$ cat config.mk
export PLATFORM = sky130hd
export DESIGN_NAME = current_profile_setup_regs
export DESIGN_NICKNAME = d
export VERILOG_FILES = /design/src/design/profile_setup_pkg.sv /design/src/design/setup_frame_decode.sv /design/src/design/current_profile_setup_regs.sv
export SDC_FILE = /design/constraint.sdc
export NUM_CORES = 1
export LEC_CHECK = 0
export BUFFER_PORTS_ARGS = -buffer_cell sky130_fd_sc_hd__buf_2
export CAP_MARGIN = 10
export CORE_MARGIN = 5
export CORE_UTILIZATION = 52
export DETAILED_ROUTE_END_ITERATION = 6
export HOLD_SLACK_MARGIN = 0.15
export PLACE_DENSITY = 0.9
export REMOVE_ABC_BUFFERS = 1
export SETUP_SLACK_MARGIN = 0.15
export SYNTH_ARGS = -nofsm -noshare
export SYNTH_HDL_FRONTEND = slang
export SYNTH_SLANG_ARGS = --single-unit
$ cat constraint.sdc
create_clock -name clk -period 2.5 [get_ports clk]
set_clock_uncertainty 0.15 [all_clocks]
set_input_delay 0.75 -clock clk [delete_from_list [all_inputs] [get_ports clk]]
set_output_delay 0.75 -clock clk [all_outputs]
set_load 0.01 [all_outputs]
$ cat src/design/profile_setup_pkg.sv
package profile_setup_pkg;

  // frame layout shared by every setup message
  localparam int          NUM_CHANNELS      = 8;
  localparam int          FRAME_WIDTH       = 32;
  localparam int          RW_BIT            = 31;
  localparam int          ID_MSB            = 30;
  localparam int          ID_LSB            = 27;
  localparam int          CHANNEL_SELECT_FIELD_MSB          = 26;
  localparam int          CHANNEL_SELECT_FIELD_LSB          = 24;
  localparam logic [3:0]  ID_SETUP1         = 4'h9;  // 1001
  localparam logic [3:0]  ID_SETUP2         = 4'hA;  // 1010

  // first setup frame fields
  localparam int          THR3_LSB          = 20;
  localparam int          THR2_LSB          = 16;
  localparam int          THR1_LSB          = 12;
  localparam int          CNT3_LSB          = 8;
  localparam int          CNT2_LSB          = 4;
  localparam int          CNT1_LSB          = 0;
  localparam int          ZONE_FIELD_WIDTH  = 4;

  // second setup frame fields
  localparam int          TIMEOUT_LSB       = 4;
  localparam int          TIMEOUT_WIDTH     = 6;
  localparam int          ZONE3_SEL_LSB     = 0;
  localparam int          ZONE3_SEL_WIDTH   = 2;

  // reset values
  localparam logic [3:0]  ZONE_FIELD_RESET  = 4'h0;
  localparam logic [5:0]  TIMEOUT_RESET     = 6'h00;
  localparam logic [1:0]  ZONE3_SEL_RESET   = 2'h0;

  // one timeout step is this many converter sample periods
  localparam int          SAMPLES_PER_STEP  = 16;
  localparam int          TIMEOUT_SAMPLES_W = 10;

  typedef struct packed {
    logic [3:0] thr3;
    logic [3:0] thr2;
    logic [3:0] thr1;
    logic [3:0] cnt3;
    logic [3:0] cnt2;
    logic [3:0] cnt1;
  } zone_setup_type;

  typedef struct packed {
    logic [5:0] timeout;
    logic [1:0] zone3_sel;
  } timeout_setup_type;

  typedef struct packed {
    logic       rw;
    logic [3:0] message_identifier_field;
    logic [2:0] channel_select_field;
    logic [23:0] payload;
  } frame_fields_type;

  // timeout steps to sample periods
  function automatic logic [TIMEOUT_SAMPLES_W-1:0] timeout_to_samples(input logic [5:0] t);
    timeout_to_samples = TIMEOUT_SAMPLES_W'(t) * TIMEOUT_SAMPLES_W'(SAMPLES_PER_STEP);
  endfunction : timeout_to_samples

  // zone 3 selector to sample lag, 1..4
  function automatic logic [2:0] select_to_lag(input logic [1:0] sel);
    select_to_lag = {1'b0, sel} + 3'h1;
  endfunction : select_to_lag

endpackage : profile_setup_pkg

$ cat src/design/setup_frame_decode.sv
`timescale 1ns/1ps
module setup_frame_decode
  import profile_setup_pkg::*;
(
  input  wire logic [FRAME_WIDTH-1:0] frame,
  output frame_fields_type            fields,
  output logic                        is_setup1,
  output logic                        is_setup2
);

  // split the frame and recognise the two setup identifiers
  always_comb begin
    fields.rw                       = frame[RW_BIT];
    fields.message_identifier_field = frame[ID_MSB:ID_LSB];
    fields.channel_select_field     = frame[CHANNEL_SELECT_FIELD_MSB:CHANNEL_SELECT_FIELD_LSB];
    fields.payload                  = frame[23:0];
    is_setup1 = (frame[ID_MSB:ID_LSB] == ID_SETUP1);
    is_setup2 = (frame[ID_MSB:ID_LSB] == ID_SETUP2);
  end

endmodule : setup_frame_decode

$ cat src/design/current_profile_setup_regs.sv
`timescale 1ns/1ps
module current_profile_setup_regs
  import profile_setup_pkg::*;
#(
  parameter int N_CH = NUM_CHANNELS
) (
  input  wire logic                                     clk,
  input  wire logic                                     srst,
  input  wire logic                                     ce,
  input  wire logic                                     frame_valid,
  input  wire logic [FRAME_WIDTH-1:0]                   frame_data,
  output logic                                          resp_valid,
  output logic [FRAME_WIDTH-1:0]                        resp_data,
  output zone_setup_type    [N_CH-1:0]                  zone_cfg,
  output timeout_setup_type [N_CH-1:0]                  timeout_cfg,
  output logic [N_CH-1:0][TIMEOUT_SAMPLES_W-1:0]        timeout_samples,
  output logic [N_CH-1:0][2:0]                          sample_difference
);

  frame_fields_type                 fields;
  logic                             is_setup1;
  logic                             is_setup2;
  logic                             take1;
  logic                             take2;
  zone_setup_type    [N_CH-1:0]     zone_q;
  timeout_setup_type [N_CH-1:0]     tmo_q;
  zone_setup_type                   zone_sel;
  timeout_setup_type                tmo_sel;
  zone_setup_type                   zone_new;
  timeout_setup_type                tmo_new;
  logic                             resp_valid_q;
  logic [FRAME_WIDTH-1:0]           resp_data_q;
  logic [FRAME_WIDTH-1:0]           resp_data_d;
  logic [N_CH-1:0][TIMEOUT_SAMPLES_W-1:0] samples_q;
  logic [N_CH-1:0][2:0]             lag_q;

  setup_frame_decode u_decode (
    .frame     (frame_data),
    .fields    (fields),
    .is_setup1 (is_setup1),
    .is_setup2 (is_setup2)
  );

  // frames accepted only while enabled
  assign take1 = ce && frame_valid && is_setup1;
  assign take2 = ce && frame_valid && is_setup2;

  // current contents of the addressed channel and the written image
  always_comb begin
    zone_sel = zone_q[fields.channel_select_field];
    tmo_sel  = tmo_q[fields.channel_select_field];
    zone_new.thr3 = fields.payload[THR3_LSB +: ZONE_FIELD_WIDTH];
    zone_new.thr2 = fields.payload[THR2_LSB +: ZONE_FIELD_WIDTH];
    zone_new.thr1 = fields.payload[THR1_LSB +: ZONE_FIELD_WIDTH];
    zone_new.cnt3 = fields.payload[CNT3_LSB +: ZONE_FIELD_WIDTH];
    zone_new.cnt2 = fields.payload[CNT2_LSB +: ZONE_FIELD_WIDTH];
    zone_new.cnt1 = fields.payload[CNT1_LSB +: ZONE_FIELD_WIDTH];
    tmo_new.timeout   = fields.payload[TIMEOUT_LSB +: TIMEOUT_WIDTH];
    tmo_new.zone3_sel = fields.payload[ZONE3_SEL_LSB +: ZONE3_SEL_WIDTH];
    if (fields.rw) begin
      zone_sel = zone_new;
      tmo_sel  = tmo_new;
    end
  end

  // zone thresholds and counts per channel
  always_ff @(posedge clk) begin
    if (srst) begin
      for (int i = 0; i < N_CH; i++) begin
        zone_q[i] <= {6{ZONE_FIELD_RESET}};
      end
    end else if (take1 && fields.rw) begin
      zone_q[fields.channel_select_field] <= zone_new;
    end
  end

  // timeout and zone 3 selector per channel
  always_ff @(posedge clk) begin
    if (srst) begin
      for (int i = 0; i < N_CH; i++) begin
        tmo_q[i] <= {TIMEOUT_RESET, ZONE3_SEL_RESET};
      end
    end else if (take2 && fields.rw) begin
      tmo_q[fields.channel_select_field] <= tmo_new;
    end
  end

  // answer image: bit 31 low, identifier and channel echoed, unused zero
  always_comb begin
    resp_data_d = 32'h0000_0000;
    resp_data_d[ID_MSB:ID_LSB]     = fields.message_identifier_field;
    resp_data_d[CHANNEL_SELECT_FIELD_MSB:CHANNEL_SELECT_FIELD_LSB] = fields.channel_select_field;
    if (is_setup1) begin
      resp_data_d[23:0] = zone_sel;
    end else begin
      resp_data_d[TIMEOUT_LSB +: TIMEOUT_WIDTH]     = tmo_sel.timeout;
      resp_data_d[ZONE3_SEL_LSB +: ZONE3_SEL_WIDTH] = tmo_sel.zone3_sel;
    end
  end

  // answer strobe, one enabled cycle per accepted frame
  always_ff @(posedge clk) begin
    if (srst) begin
      resp_valid_q <= 1'b0;
    end else if (ce) begin
      resp_valid_q <= take1 || take2;
    end
  end

  // answer word held until the next accepted frame
  always_ff @(posedge clk) begin
    if (srst) begin
      resp_data_q <= 32'h0000_0000;
    end else if (take1 || take2) begin
      resp_data_q <= resp_data_d;
    end
  end

  // settings toward the detection logic, loaded in step with the stored timeout
  always_ff @(posedge clk) begin
    if (srst) begin
      for (int i = 0; i < N_CH; i++) begin
        samples_q[i] <= timeout_to_samples(TIMEOUT_RESET);
        lag_q[i]     <= select_to_lag(ZONE3_SEL_RESET);
      end
    end else if (take2 && fields.rw) begin
      samples_q[fields.channel_select_field] <= timeout_to_samples(tmo_new.timeout);
      lag_q[fields.channel_select_field]     <= select_to_lag(tmo_new.zone3_sel);
    end
  end

  assign zone_cfg          = zone_q;
  assign timeout_cfg       = tmo_q;
  assign timeout_samples   = samples_q;
  assign sample_difference = lag_q;
  assign resp_valid        = resp_valid_q;
  assign resp_data         = resp_data_q;
endmodule : current_profile_setup_regs

==> results.txt, run 1 <==
Along the worst path, the maximum fanout reaches 17. The max-capacitance violation count came out at 0. The CTS sink count is 312. Of all cell types, the one taking the most synthesized area is sky130_fd_sc_hd__dfxtp_1. Clock tree synthesis selected as its root buffer the cell sky130_fd_sc_hd__clkbuf_16.

The clock network latency to the later pin of the worst-skew pair is 0.55 ns. The synthesized cell area came out at 14400 um2. The number of distinct standard cells referenced by the synthesized netlist came out at 68. Measured against its own limit, the worst slew margin works out to 0.413.

After filler insertion, the fill cell instance count of the layout stands at 2111. The worst-margin pin slew came out at 0.878 ns. Detailed placement ended at an HPWL of 39.1 mm. The detailed-route DRC error count came out at 0. Setup repair after global routing left no endpoint under its margin. The final period demand of the worst path is 2.23 ns. The number of standard cells after synthesis is 1774. The pre-antenna-repair detailed-routing pass consisted of 7 iterations.

The leftover overflow at the end of global routing came out at 0. Across the VDD grid, the largest voltage drop is 0.478 mV. In this run the critical register-to-register path is launched from zone_cfg[127]$_SDFFE_PP0P_. The remaining antenna violation count came out at 0. The data required time of the worst path came out at 2.85 ns.

TritonCTS built the clock tree. The area of all placed cells without fillers came out at 18100 um2. The type of element capturing the critical path is a flip-flop. The count of flip-flops with a built-in enable after synthesis came out at 0. The total number of nets in the final design came out at 2169.

Leaving out fill and tap cells, the most frequent cell in the layout is sky130_fd_sc_hd__nand2_1. In the global route stage, met2 resource usage came out at 0.518. The die extent in x is 177 um.

The number of top-level pins is 429. The number of buffers inserted during clock tree synthesis is 31. The starting utilization of the core area is 0.523. The die height came out at 177 um. The storage element area is 6250 um2. Dividing the detail-routed wire length by the instance count gives 21.9 um. In this run the critical register-to-register path is captured at resp_data[7]$_SDFFE_PP0P_. The via density per instance is 6.03.

The wire length after detailed routing is 55.5 mm. The worst setup path is launched from a primary input. The yosys synthesis warning count came out at 0. The number of resized instances in the post-cts repair step came out at 0. The area of the core came out at 27600 um2. The number of levels the H-tree was split into came out at 1. In the synthesized netlist the async set-or-reset flop fraction comes to 0.

In this run the worst setup path terminates at resp_data[9]$_SDFFE_PP0P_. The aggregate global-route resource usage is 0.334. Buffers inserted to repair hold after CTS numbered 0. Of the available clock period, the critical path in the final layout requires 0.890.

For the worst flop-to-flop path, the logic depth is 6. The number of buffers added for setup after CTS came out at 0. The area used by multi-input combinational logic came out at 6750 um2. The number of buffers added on ports came out at 395. Clock-pin slew was measured on the worst setup and hold paths at 0.07 ns. The worst-case clock buffer depth is 3. The data arrival time of the critical path is 2.58 ns. The met1 demand-to-capacity share in global routing is 0.427.

The count of standard-cell rows is 61. The leakage power total is 0.00773 uW. The number of pins exceeding their max-slew limit in the final report came out at 0. The die outline area is 31200 um2.

The run finished with clean final reports. The final standard cell utilization of the core came out at 0.658. The power density normalized to cell area came out at 599 nW/um2. The worst min-delay path category is flip-flop to flip-flop. The number of antenna violations at the first check in global routing came out at 2. The global placement routability congestion came out at 0.930.

The category of the critical setup timing path is primary input to flip-flop. The met3 usage came out at 0.0779. The via count came out at 15288.

Tracing the worst setup path back leads to its startpoint at frame_data[24]. In the layout the commonest cells are 499 x sky130_fd_sc_hd__nand2_1, 393 x sky130_fd_sc_hd__buf_2, 312 x sky130_fd_sc_hd__dfxtp_1. Setup violations remaining at the end of the flow were counted as 0. The average instance in the mapped netlist occupies 8.13 um2. The share of synthesized area in the top cell type comes to 0.433.

The maximum number of pins on one net before global-route repair is 68. In the synthesized netlist the dominant register cell turns out to be sky130_fd_sc_hd__dfxtp_1. The layout overhead on the synthesized area is 25.6%. The slack of the worst reg-to-reg path came out at 0.70 ns. After global routing, the most crowded layer is met2. The via count of the first global-routing pass is 14444. The highest achievable clock rate is 0.449 GHz.

The global-route wire length before repair came out at 82.9 mm. Of the cells placed in the final design, the portion with a size suffix greater than 1 is 0.317. The part of the Yosys area used for sequential elements is 0.433. By area the synthesized netlist is led by sky130_fd_sc_hd__dfxtp_1 43%, sky130_fd_sc_hd__nand2_1 13%, sky130_fd_sc_hd__a21oi_1 9.6%, sky130_fd_sc_hd__buf_4 5.1%, sky130_fd_sc_hd__mux2i_1 4.6%. After detailed placement, the total cell area comes to 17000 um2.

The hold violation count in the final report was 0. The post-synthesis sequential element count is 312. The number of design-rule violations left by the first detailed-router iteration is 2211.
## synth_stat cells, drive strengths merged, types with 2 or more instances
master / n
a22o: 7
o22ai: 24
or3: 8
a21oi: 297
nor2: 35
inv: 3
or2: 4
a211o: 8
mux2i: 66
a2111oi: 2
o221ai: 9
mux4: 10
a211oi: 5
nand3: 82
nor2b: 9
dfxtp: 312
o21ai: 24
clkbuf: 81
a31oi: 4
mux2: 14
and2: 4
nor3: 12
o211ai: 2
nand2: 521
a221oi: 9
buf: 170
nand2b: 14
a22oi: 13
o32ai: 3
a32o: 7
o211a: 2
## final cells by class
cell class | count | area share
clock buffer | 43 | 0.0486
timing repair buffer | 544 | 0.194
antenna | 2 | 0.000276
clock inverter | 13 | 0.0134
tap | 378 | 0.0261
inverter | 4 | 0.000829
sequential | 312 | 0.345
multi-input combinational | 1239 | 0.372
## metal layers
| layer | wire length, um | up-vias |
|---|---|---|
| met3 | 7470 | 369 |
| met4 | 3940 | 0 |
| li1 | - | 6614 |
| met5 | 0 | - |
| met2 | 24700 | 1315 |
| met1 | 19500 | 6990 |
## worst max-delay path: stages
cell	delay, ns
sky130_fd_sc_hd__buf_4	0.25
sky130_fd_sc_hd__buf_12	0.17
sky130_fd_sc_hd__buf_12	0.18
sky130_fd_sc_hd__buf_4	0.15
sky130_fd_sc_hd__mux2i_1	0.08
sky130_fd_sc_hd__o22ai_1	0.21
sky130_fd_sc_hd__nor3_1	0.06
sky130_fd_sc_hd__a2111oi_0	0.50
sky130_fd_sc_hd__a22o_1	0.21
## where the power goes
part	total [uW]	internal, uW	leakage (uW)	switching, uW
Sequential	4980	4980	0.00251	5.61
Combinational	725	234	0.00466	492
Clock	5140	3170	0.000551	1970
Total	10800	8380	0.00773	2470
## flip-flops by register name (all words and copies together), names as in the netlist
name / flops
resp_valid: 1
sample_difference: 24
resp_data: 31
timeout_cfg: 64
zone_cfg: 192
## kinds of logic (layout without fill, tap and decap cells)
family	count (synthesis)	after routing	synth area share
compound gates	422	422	0.174
fa+ha+maj	1	1	0.000868
buf+inv	255	604	0.108
flops	312	312	0.433
mux	90	90	0.0729
other cells	1	35	0.000260
simple gates	693	693	0.211
## worst min path at each step
stage,startpoint,end,slack [ns],depth (start not counted)
after floorplan,resp_data[12]$_SDFFE_PP0P_,resp_data[12]$_SDFFE_PP0P_,0.31,2
after global placement,resp_data[12]$_SDFFE_PP0P_,resp_data[12]$_SDFFE_PP0P_,0.27,2
after detailed placement,resp_data[12]$_SDFFE_PP0P_,resp_data[12]$_SDFFE_PP0P_,0.28,2
after CTS,resp_data[12]$_SDFFE_PP0P_,resp_data[12]$_SDFFE_PP0P_,0.29,2
after global routing,sample_difference[23]$_SDFFE_PP0P_,sample_difference[23]$_SDFFE_PP0P_,0.32,2
final,resp_data[12]$_SDFFE_PP0P_,resp_data[12]$_SDFFE_PP0P_,0.30,2
## stage by stage
step | power (uW) | hold slack, ns | cells | setup slack [ns] | setup TNS, ns
2_1_floorplan | 5280 | 0.313 | 1555 | -0.876 | -101.42
3_3_place_gp | 5780 | 0.272 | 2477 | -0.192 | -0.607
3_5_place_dp | 5790 | 0.285 | 2477 | -0.216 | -2.28
4_1_cts | 10800 | 0.294 | 2533 | 0.309 | 0
5_1_grt | 11100 | 0.319 | 2535 | 0.224 | 0
6_report | 10800 | 0.298 | 2535 | 0.274 | 0
(Power assumes the default switching activity.)
==> run 2, diff against run 1 <==
PLACE_DENSITY = 0.78   (was 0.9)
==> results.txt, run 2 (synthesis results as in run 1) <==
The number of levels the H-tree was split into is 2 (+1). The sum of negative setup slack is 0 ns (unchanged). The detailed-route DRC error count is 0 (unchanged). The worst setup path is captured at a flip-flop.

The via count of the first global-routing pass is 13945 (-3.5%). The max-capacitance violation count came to 0 (unchanged). The cell area reported after detailed placement came out at 16900 um2 (-0.78%). The post-layout instance count excluding filler cells was 2528 (-0.28%).

The share of layout cells above drive strength 1 is 0.315 (-0.00254). The number of setup violations in the final report came to 0 (unchanged). The wire length after detailed routing was 55.4 mm (-0.22%). The number of buffers inserted during clock tree synthesis is 34 (+9.7%). The most critical setup path has its startpoint at frame_data[26]. The number of antenna violations at the first check in global routing came to 3 (+1). From synthesis to final layout, the design area changed by 24.4%.

The hold violation count in the final report is 0 (unchanged). Setup repair after global routing left no endpoint under its margin. The final period demand of the worst path came out at 2.19 ns (-0.0353 ns). The number of top-level pins came out at 429 (unchanged).

The aggregate global-route resource usage is 0.335 (+0.00174). The CTS sink count was 312 (unchanged). The maximum ir drop on the vdd rail was 0.442 mV (-7.5%).

The number of design-rule violations left by the first detailed-router iteration came out at 1796 (-19%). The remaining antenna violation count came out at 0 (unchanged). The stage delay of the slowest cell on the critical path is 0.44 ns (-0.06 ns). The global-route wire length before repair was 82.0 mm (-1.0%). The number of buffers added on ports is 395 (unchanged). The area of the core is 27600 um2 (unchanged). The slowest stage of the critical path is the sky130_fd_sc_hd__or2_1 cell. The endpoint of the worst hold path is resp_data[5]$_SDFFE_PP0P_. The data required time of the worst path came out at 2.77 ns (-0.08 ns).

Clock tree synthesis selected as its root buffer the cell sky130_fd_sc_hd__clkbuf_16. The number of cells traversed by the worst hold path is 2 (unchanged). The path class of the tightest hold or removal check is flip-flop to flip-flop. The highest achievable clock rate is 0.456 GHz (+1.6%). The maximum number of pins on one net before global-route repair is 85 (+25%). The leftover overflow at the end of global routing came to 0 (unchanged). In the layout the commonest cells are 499 x sky130_fd_sc_hd__nand2_1, 393 x sky130_fd_sc_hd__buf_2, 312 x sky130_fd_sc_hd__dfxtp_1. The signal on the critical path passes through buf_2, buf_12, or2_1, o22ai_1, nor3_1, or3_1, a21oi_1. The clock network latency to the later pin of the worst-skew pair is 0.51 ns (-0.04 ns).

The leakage power total is 0.00764 uW (-1.1%). The total number of nets in the final design came to 2161 (-0.37%). The count of standard-cell rows came out at 61 (unchanged). The data arrival time of the critical path came out at 2.46 ns (-0.12 ns). In this run the critical register-to-register path is launched from zone_cfg[5]$_SDFFE_PP0P_.

The hold buffer count at CTS came out at 0 (unchanged). The number of resized instances in the post-cts repair step is 0 (unchanged). The number of search-and-repair iterations in the first detailed-routing pass came out at 6 (-1). The die height is 177 um (unchanged). The worst path buffer plus inverter count came out at 2 (-2).

The die outline area came out at 31200 um2 (unchanged). STA classifies the critical path startpoint as a primary input. The most common library cell in the layout ignoring fill and taps is sky130_fd_sc_hd__nand2_1. The wire length per cell is 21.9 um (about the same).

The worst-case clock buffer depth was 3 (unchanged). The path depth of the worst reg2reg path came to 6 (unchanged). The die extent in x is 177 um (unchanged). The maximum fanout along the worst path came to 22 (+5). The global placement routability congestion is 0.915 (-1.5%). The slack of the worst reg-to-reg path came out at 0.73 ns (+0.03 ns). The starting utilization of the core area is 0.523 (unchanged).

The CTS tree is built. The filler cell count in the final layout is 2297 (+8.8%). In this run the critical register-to-register path is captured at resp_data[5]$_SDFFE_PP0P_. The final worst-path cycle share came to 0.876 (-0.0141). The category of the critical setup timing path is primary input to flip-flop. The power density normalized to cell area is 588 nW/um2 (-1.7%). The clock slew seen by the registers of the worst setup and hold paths came out at 0.06 ns (about the same).

The number of buffers added for setup after CTS came out at 0 (unchanged). In this design, the largest share of critical-path delay is due to simple AND/OR/NAND/NOR gates. The number of flip-flops under the largest register name was 192 (unchanged). The worst-margin pin slew came out at 1.14 ns (+0.260 ns). The via density per instance is 5.90 (-2.2%). The area of all placed cells without fillers is 17900 um2 (-0.98%).

The launch instance of the worst min-delay path is resp_data[5]$_SDFFE_PP0P_. The relative max-transition margin came out at 0.240 (-0.173). The number of pins exceeding their max-slew limit in the final report came out at 0 (unchanged). The placed instance count is 2466 (-0.44%).

The run finished with clean final reports. The via count is 14907 (-2.5%). The HPWL after detailed placement came out at 38.5 mm (-1.4%).
run 2: cell count changes in the layout (fill, tap and decap cells not counted), sizes merged:
cell    previous run  this run
clkbuf            43        47
bufinv             7         1
buf              544       533
clkinv             6        10
inv                3         4
diode              2         3
run 2: how the worst max path moves through the flow:
stage	cells past startpoint	slack (ns)	endpoint
global placement	7	-0.17	resp_data[0]$_SDFFE_PP0P_
finish	7	0.31	resp_data[7]$_SDFFE_PP0P_
global route	9	0.24	timeout_cfg[49]$_SDFFE_PP0P_
floorplan	4	-0.88	sample_difference[3]$_SDFFE_PP1P_
CTS	7	0.33	resp_data[0]$_SDFFE_PP0P_
detailed placement	7	-0.17	resp_data[7]$_SDFFE_PP0P_
run 2: final cells by class:
class | count | area (um2) | share of cell area
diodes | 3 | 7.51 | 0.000418
clock inverters | 12 | 95.1 | 0.00530
multi-input cells | 1239 | 6750 | 0.376
repair buffers | 533 | 3380 | 0.188
inverters | 4 | 15.0 | 0.000837
well taps | 378 | 473 | 0.0264
flip-flops and latches | 312 | 6250 | 0.348
clock buffers | 47 | 981 | 0.0547
run 2: routing by layer:
layer  up-vias  part of all wire  GRT usage
li1       6615                 -          -
met1      7001              0.37      0.444
met2      1080              0.45      0.521
met3       211              0.12     0.0670
met4         0             0.056      0.174
met5         -                 0          0
run 2: metrics by stage:
step	hold slack, ns	utilization	setup slack (ns)	total power [uW]
2_1_floorplan	0.313	-	-0.876	5280
3_3_place_gp	0.289	0.612	-0.169	5760
3_5_place_dp	0.296	0.612	-0.168	5770
4_1_cts	0.303	0.651	0.333	10500
5_1_grt	0.322	0.651	0.235	10800
6_report	0.303	0.651	0.309	10600
run 2: power by group:
group	switching [uW]	internal (uW)	total, uW	leakage (uW)
combinational	481	219	700	0.00459
sequential	5.90	4980	4980	0.00251
clock	2020	2850	4870	0.000536
total	2510	8050	10600	0.00764
run 2: tightest hold or removal path, cell delays in order, from the launching register on:
cell	delay, ns
sky130_fd_sc_hd__dfxtp_1	0.31
sky130_fd_sc_hd__nand2_1	0.05
sky130_fd_sc_hd__a21oi_1	0.05
